### config.mk
export PLATFORM = sky130hd
export DESIGN_NAME = ser_status_bank
export DESIGN_NICKNAME = d
export VERILOG_FILES = /design/src/rtl/ser_pkg.sv /design/src/rtl/ser_sync.sv /design/src/rtl/ser_status_bank.sv
export SDC_FILE = /design/constraint.sdc
export NUM_CORES = 1
export LEC_CHECK = 0
export BUFFER_PORTS_ARGS = -buffer_cell sky130_fd_sc_hd__buf_4
export CAP_MARGIN = 25
export CORE_MARGIN = 10
export CORE_UTILIZATION = 43
export CTS_CLUSTER_SIZE = 28
export DETAILED_ROUTE_END_ITERATION = 6
export HOLD_SLACK_MARGIN = 0.02
export PLACE_DENSITY = 0.66
export RECOVER_POWER = 50
export SLEW_MARGIN = 10
export SYNTH_ARGS = -nofsm -noshare
export SYNTH_HDL_FRONTEND = slang
export SYNTH_SLANG_ARGS = --single-unit
### constraint.sdc
create_clock -name core_clk_i -period 2.9 [get_ports core_clk_i]
set_input_delay 0.58 -clock core_clk_i [delete_from_list [all_inputs] [get_ports core_clk_i]]
set_output_delay 0.58 -clock core_clk_i [all_outputs]
set_load 0.02 [all_outputs]
### src/rtl/ser_pkg.sv
/*
 Package of the status and event reporting register bank.
 Holds bit positions, the reset value, register select codes and carrier structs.
 Assumes one system clock and a command decoder upstream that issues
 one-cycle command strobes to the bank.
*/
// Summary of operation
// [RULE1] Five eight-bit status registers readable by host.
// [RULE2] Clear-status command and power-on zero all five; the code leaves status bit 1 following the talk-only pin after clear-status.
// [RULE3] Event bit 7 sets after power cycle.
// [RULE4] Event bit 5 sets when command changes.
// [RULE5] Event bit 3 sets on command error.
// [RULE6] Event bit 0 sets when command completes.
// [RULE7] Unused event and status bits read zero.
// [RULE8] Status bit 5 is OR of enabled events.
// [RULE9] Host loads event mask by enable command.
// [RULE10] Status bit 6 sets on request, clears on poll.
// [RULE11] Status bit 5 ignores serial polls.
// [RULE12] Status bit 4 tracks pending output data.
// [RULE13] Status bit 2 is measurement summary except end.
// [RULE14] Status bit 1 shows talk-only mode.
// [RULE15] Status byte returned by poll or query.
// [RULE16] Enabled status bits assert service request.
// [RULE17] Host changes request mask by enable command.
// [RULE18] Measurement bits 7 end, 6 error.
// [RULE19] Measurement bits 5,4 secondary display under/over.
// [RULE20] Measurement bits 3,2 primary display under/over.
// [RULE21] Measurement bits 1 range down, 0 up.
// [RULE22] Event mask accepts and returns 0 to 255.
// [RULE23] Flags stay set until cleared.
package ser_pkg;

   localparam int unsigned SER_W = 8;

   // Event register bit positions.
   localparam int unsigned SER_EV_PON = 7;
   localparam int unsigned SER_EV_CME = 5;
   localparam int unsigned SER_EV_DDE = 3;
   localparam int unsigned SER_EV_OPC = 0;
   localparam logic [7:0]  SER_EV_USED = 8'h00_A9;

   // Status byte bit positions.
   localparam int unsigned SER_SB_RQS = 6;
   localparam int unsigned SER_SB_ESB = 5;
   localparam int unsigned SER_SB_MAV = 4;
   localparam int unsigned SER_SB_MSS = 2;
   localparam int unsigned SER_SB_TLK = 1;
   localparam logic [7:0]  SER_SB_USED = 8'h00_76;

   // Measurement status bit positions.
   localparam int unsigned SER_MS_END = 7;
   localparam logic [7:0]  SER_MS_SUMMARY_MASK = 8'h00_7F;

   localparam logic [7:0] SER_RESET_VAL = 8'h00_00;

   // Register select codes for reads and writes.
   typedef enum logic [2:0] {
      SER_SEL_EVENT   = 3'h0,
      SER_SEL_EV_EN   = 3'h1,
      SER_SEL_STATUS  = 3'h2,
      SER_SEL_SRQ_EN  = 3'h3,
      SER_SEL_MEAS    = 3'h4
   } ser_sel_t;

   // Hardware event strobes from the instrument core.
   typedef struct packed {
      logic       power_cycled;
      logic       command_changed;
      logic       command_error;
      logic       command_done;
      logic [7:0] meas_events;
   } ser_events_t;

   // Register access from the command decoder.
   typedef struct packed {
      logic       clear_status;
      logic       write_en;
      logic       read_en;
      logic       serial_poll;
      ser_sel_t   sel;
      logic [7:0] wdata;
   } ser_cmd_t;

   typedef struct packed {
      logic [7:0] event_status;
      logic [7:0] event_enable;
      logic [7:0] srq_enable;
      logic [7:0] meas_status;
      logic       request_service_flag;
      logic       message_available_flag;
      logic       srq_prev;
      logic [7:0] rdata;
      logic       rvalid;
   } ser_state_t;

endpackage

### src/rtl/ser_sync.sv
/*
 Two-flop synchroniser for pin-level inputs.
 Assumes an asynchronous input and one destination clock.
*/
`timescale 1ns/10ps
`default_nettype none
module ser_sync
   import ser_pkg::*;
#(
   parameter int unsigned WIDTH = 1
)
(
   // Clock and reset.
   input  wire logic             core_clk_i,
   input  wire logic             rst_i,
   // Data.
   input  wire logic [WIDTH-1:0] async_i,
   output logic      [WIDTH-1:0] sync_o
);

   logic [WIDTH-1:0] meta_reg;

   // Refused at elaboration, so a bad width never reaches silicon.
   generate
      if (WIDTH < 1)
      begin : g_bad_width
         $error("ser_sync width must be at least one.");
      end
   endgenerate

   always_ff @(posedge core_clk_i or posedge rst_i)
   begin
      if (rst_i)
      begin
         meta_reg <= '0;
         sync_o   <= '0;
      end
      else
      begin
         meta_reg <= async_i;
         sync_o   <= meta_reg;
      end
   end

endmodule
`default_nettype wire

### src/rtl/ser_status_bank.sv
/*
 Status and event reporting register bank of the instrument.
 Assumes command strobes and event strobes arrive on core_clk_i and
 the talk-only mode level arrives from a front-panel pin.
*/
`timescale 1ns/10ps
`default_nettype none
module ser_status_bank
   import ser_pkg::*;
(
   // Clock and reset.
   input  wire logic        core_clk_i,
   input  wire logic        rst_i,
   // Command decoder side.
   input  wire ser_cmd_t    cmd_i,
   // Instrument core events.
   input  wire ser_events_t events_i,
   input  wire logic        output_ready_i,
   input  wire logic        output_read_i,
   // Pin level.
   input  wire logic        talk_only_i,
   // Answers.
   output logic [7:0]       rdata_o,
   output logic             rvalid_o,
   output logic [7:0]       status_byte_o,
   output logic             srq_low_o
);

   ser_state_t state_reg;
   ser_state_t state_next;
   logic       talk_only_sync;
   logic [7:0] sb_now;

   ser_sync #(.WIDTH(1)) u_talk_sync (
      .core_clk_i (core_clk_i),
      .rst_i      (rst_i),
      .async_i    (talk_only_i),
      .sync_o     (talk_only_sync)
   );

   function automatic logic any_set(input logic [7:0] a, input logic [7:0] b);
      return |(a & b);
   endfunction

   // Status byte assembled from live state; unused bits forced zero.
   always_comb
   begin
      sb_now                = SER_RESET_VAL;
      sb_now[SER_SB_RQS]    = state_reg.request_service_flag;                                           // [RULE10]
      sb_now[SER_SB_ESB]    = any_set(state_reg.event_status, state_reg.event_enable); // [RULE8] [RULE11]
      sb_now[SER_SB_MAV]    = state_reg.message_available_flag;                                           // [RULE12]
      sb_now[SER_SB_MSS]    = any_set(state_reg.meas_status, SER_MS_SUMMARY_MASK);     // [RULE13]
      sb_now[SER_SB_TLK]    = talk_only_sync;                                          // [RULE14]
      sb_now                = sb_now & SER_SB_USED;                                    // [RULE7]
   end

   always_comb
   begin
      logic [7:0] ev_set;
      logic       srq_want;
      ev_set     = SER_RESET_VAL;
      srq_want   = 1'b0;
      state_next = state_reg;
      state_next.rvalid = 1'b0;

      ev_set[SER_EV_PON] = events_i.power_cycled;    // [RULE3]
      ev_set[SER_EV_CME] = events_i.command_changed; // [RULE4]
      ev_set[SER_EV_DDE] = events_i.command_error;   // [RULE5]
      ev_set[SER_EV_OPC] = events_i.command_done;    // [RULE6]

      // The service request excludes bit 6 itself so it cannot latch itself.
      srq_want = any_set(sb_now, state_reg.srq_enable & ~(8'h01 << SER_SB_RQS)); // [RULE16]
      state_next.srq_prev = srq_want;

      if (cmd_i.clear_status)
      begin
         state_next.event_status = SER_RESET_VAL; // [RULE2]
         state_next.event_enable = SER_RESET_VAL; // [RULE2]
         state_next.srq_enable   = SER_RESET_VAL; // [RULE2]
         state_next.meas_status  = SER_RESET_VAL; // [RULE2]
         state_next.request_service_flag          = 1'b0;          // [RULE2]
         state_next.message_available_flag          = 1'b0;          // [RULE2]
      end
      else
      begin
         if (cmd_i.write_en && cmd_i.sel == SER_SEL_EV_EN)
         begin
            state_next.event_enable = cmd_i.wdata; // [RULE22]
         end
         if (cmd_i.write_en && cmd_i.sel == SER_SEL_SRQ_EN)
         begin
            state_next.srq_enable = cmd_i.wdata; // [RULE16]
         end
         if (cmd_i.serial_poll)
         begin
            state_next.request_service_flag = 1'b0; // [RULE10]
         end
         if (output_read_i)
         begin
            state_next.message_available_flag = 1'b0; // [RULE12]
         end
      end

      // Sets are applied last so that an event never loses to a clear.
      state_next.event_status = (state_next.event_status | ev_set) & SER_EV_USED;  // [RULE23] [RULE7]
      state_next.meas_status  = state_next.meas_status | events_i.meas_events;      // [RULE18] [RULE19] [RULE20] [RULE21] [RULE23]
      if (output_ready_i)
      begin
         state_next.message_available_flag = 1'b1; // [RULE12]
      end
      if (srq_want && !state_reg.srq_prev)
      begin
         state_next.request_service_flag = 1'b1; // [RULE10] [RULE16]
      end

      if (cmd_i.read_en || cmd_i.serial_poll)
      begin
         state_next.rvalid = 1'b1; // [RULE15]
         unique case (cmd_i.serial_poll ? SER_SEL_STATUS : cmd_i.sel)
            SER_SEL_EVENT:  state_next.rdata = state_reg.event_status; // [RULE1]
            SER_SEL_EV_EN:  state_next.rdata = state_reg.event_enable; // [RULE22]
            SER_SEL_STATUS: state_next.rdata = sb_now;                 // [RULE15]
            SER_SEL_SRQ_EN: state_next.rdata = state_reg.srq_enable;
            SER_SEL_MEAS:   state_next.rdata = state_reg.meas_status;
            default:        state_next.rdata = SER_RESET_VAL;
         endcase
      end
   end

   always_ff @(posedge core_clk_i or posedge rst_i)
   begin
      if (rst_i)
      begin
         state_reg <= '0; // [RULE2]
      end
      else
      begin
         state_reg <= state_next;
      end
   end

   assign rdata_o       = state_reg.rdata;
   assign rvalid_o      = state_reg.rvalid;
   assign status_byte_o = sb_now;
   assign srq_low_o     = state_reg.request_service_flag;

endmodule
`default_nettype wire

==> impl_results.md <==
* Type of origin of the critical path: flop
* CTS tree: done
* Clk_lat worst skew at slightly below 0.3 ns
* Post-DP Area at 0.00232 mm^2
* Final Hold Vio Count at 0
* Pins Over Slew Limit at 0
* Post-route clock period utilization at 63.9%
* Worst hold path class: flop to flop
* Largest net degree at the start of global routing at 43
* Final ANT Viol Nets at 0
* Most common cell after layout, fill and taps aside: buf_4
* Pwr Density at 487 mW/mm^2
* Post-Syn Area at a little over 0.002 mm^2
* Gate Count Post-Synth at roughly 190
* Initial antenna violation count at 0
* Distinct cells, synth at 38
* Cell row count at 25
* HPWL after detailed placement at 3660 um
* Req. time, crit path at roughly 2.3 ns
* Ant. Diodes at 0
* Final WL at roughly 4800 um
* DIE HEIGHT at about 89 um
* Post-DR wirelength/cell at 17.3 um
* Post-cts hold buffer count at 0
* CP Capture Type: output pin
* Peak VDD IR at approximately 290 uV
* First-pass GRT wire length at around 8000 um
* Max FFs per register at 29
* Top Layer Used: met4
* Setup TNS Final at 0 ns
* Status: finished clean
* Post-route DRC at 0
* Final instance area at 0.00239 mm^2
* Sequential area share after synthesis at about 51%
* YS warnings at 0
* DR iter-0 viols at ~120
* Setup bufs post-CTS at 0
* Die W at 89.4 um
* Slowest stage cell, crit path: dfrtp_1
* Slowest cell delay on critical path at around 0.41 ns
* Vias at roughly 1500
* Top-Level Pins at 50
* Final setup violation count at 0
* Syn_area_per_cell at about 11 um^2
* Min-Delay Startpoint: u_talk_sync.meta_reg
* Routed wl met2 at approximately 2200 um
* Top delay family on crit path: flip-flops
* CTS buffer count at 5
* Seq cells post-synth at 42
* Worst Tran Pin Value at between 1 and 1.5 ns
* CORE AREA at between 0.004 and 0.005 mm^2
* H-tree depth at 2
* Clk pin slew, worst setup/hold paths at 0.07 ns
* Crit-path cells: nor4_2, nand2_1, buf_4
* RSZ-0062 raised after global routing: false
* Die area at roughly 0.008 mm^2
* Vias in the first global route at 1615
* Share of cells above drive strength 1 at between 20 and 30%
* Bufs and invs on worst path at 1
* Overall routing resource usage at between 10% and 20%
* Worst-path maximum fanout at 3
* Setup crit start: state_reg[12]
* Max Buffers Root-to-Sink at 2
* Routed vias/inst at around 5.4
* Drt first pass iters at 4
* Async set-reset flop share out of synthesis at 100%
* R2r setup slk at approximately 1.5 ns
* Reg2reg start: state_reg[36]
* Met3 wire len at ~350 um
* Clk_skew at between 0.004 and 0.005 ns
* Clock tree root buffer cell: clkbuf_8
* Number of nets in the layout at between 200 and 300
* MaxCap Viol Count at 0
* Syn-to-layout area delta at 15.5%
* Main synth FF type: dfrtp_1
* Most frequent cells in the layout: buf_4 (43), dfrtp_1 (42), nand2_1 (26)
* Post-synth EDFFs at 0
* Leak pwr at 1.14 nW
* Met1 WL at 2160 um
* Post-cts sizing count at 0
* GRT overflow at 0
* Slew headroom at between 30% and 40%
* Clock sinks at between 40 and 50
* Peak Freq at approximately 540 MHz
* Tmin final at about 1.9 ns
* IO buf count at 46
* GPL Wtd Cong at 0.810
* CP arrival at 1.27 ns
* Initial Utilization at approximately 44%
* Crit Path Class: flop to output pin
-- per-layer routing --
metal | vias to the layer above | track usage (%)
met5 | - | 0
met1 | 721 | 16.2
met4 | 0 | 5.64
met3 | 7 | 4.92
met2 | 40 | 20.3
li1 | 725 | -
-- worst register-to-register path: stages (launching register included) --
cell	delay, ns
dfrtp_1	0.41
a22oi_1	0.19
nand2_1	0.14
a221o_1	0.39
a22o_1	0.18
-- cells in the mapped netlist (2+ instances only) --
cell type / count / area share [%]
a21o_1: 13 / 4.7
a21oi_1: 11 / 2.7
a221o_1: 3 / 1.5
a22o_1: 7 / 3.0
a22oi_1: 4 / 1.5
and3_1: 3 / 0.91
buf_4: 17 / 6.2
buf_6: 3 / 1.6
clkbuf_1: 3 / 0.54
dfrtp_1: 42 / 51
inv_1: 6 / 1.1
mux2_2: 4 / 2.2
mux2i_1: 11 / 5.3
nand2_1: 26 / 4.7
nor2_1: 13 / 2.4
o21ai_0: 2 / 0.48
o21ai_1: 4 / 0.97
-- layout make-up --
class                      count  area [um^2]
inverter                       6         22.5
timing repair buffer          47          347
multi-input combinational    123          827
tap                           54         67.6
fill                         442         2300
sequential                    42         1050
clock buffer                   7         76.3
-- stage by stage --
step / worst slack (ns) / std cells / hold slack [ns] / utilization [%] / total power, mW
final: 1.05 / 279 / 0.350 / 51.0 / 1.16
after global routing: 0.951 / 279 / 0.363 / 51.0 / 1.22
after CTS: 1.02 / 279 / 0.353 / 51.1 / 1.18
after detailed placement: 0.937 / 272 / 0.336 / 49.5 / 0.824
after global placement: 1.02 / 272 / 0.334 / 49.5 / 0.821
after floorplan: 1.32 / 195 / 0.331 / - / 0.764
-- path summary, 6_finish.rpt --
check,end,depth (start not counted)
setup / recovery,status_byte_o[2],3
hold / removal,u_talk_sync.sync_o,0
setup reg to reg,srq_low_o,4
hold reg to reg,u_talk_sync.sync_o,0
max in group asynchronous,state_reg[18],3
min in group asynchronous,state_reg[20],3
-- where the power goes --
part | total [mW] | internal, mW | switching, mW
sequential | 0.637 | 0.614 | 0.0227
clock | 0.355 | 0.166 | 0.189
combinational | 0.172 | 0.0779 | 0.0937
-- kinds of logic (layout without fill, tap and decap cells) --
group           count (synthesis)  count (layout)  synth area share [%]
simple gates                   53              53                  13.3
compound gates                 51              51                  17.9
flops                          42              42                  50.8
buf+inv                        30              60                  9.67
mux                            16              16                  8.22
other cells                     1               3                 0.181
No activity file was read; power rests on OpenSTA's default activity.
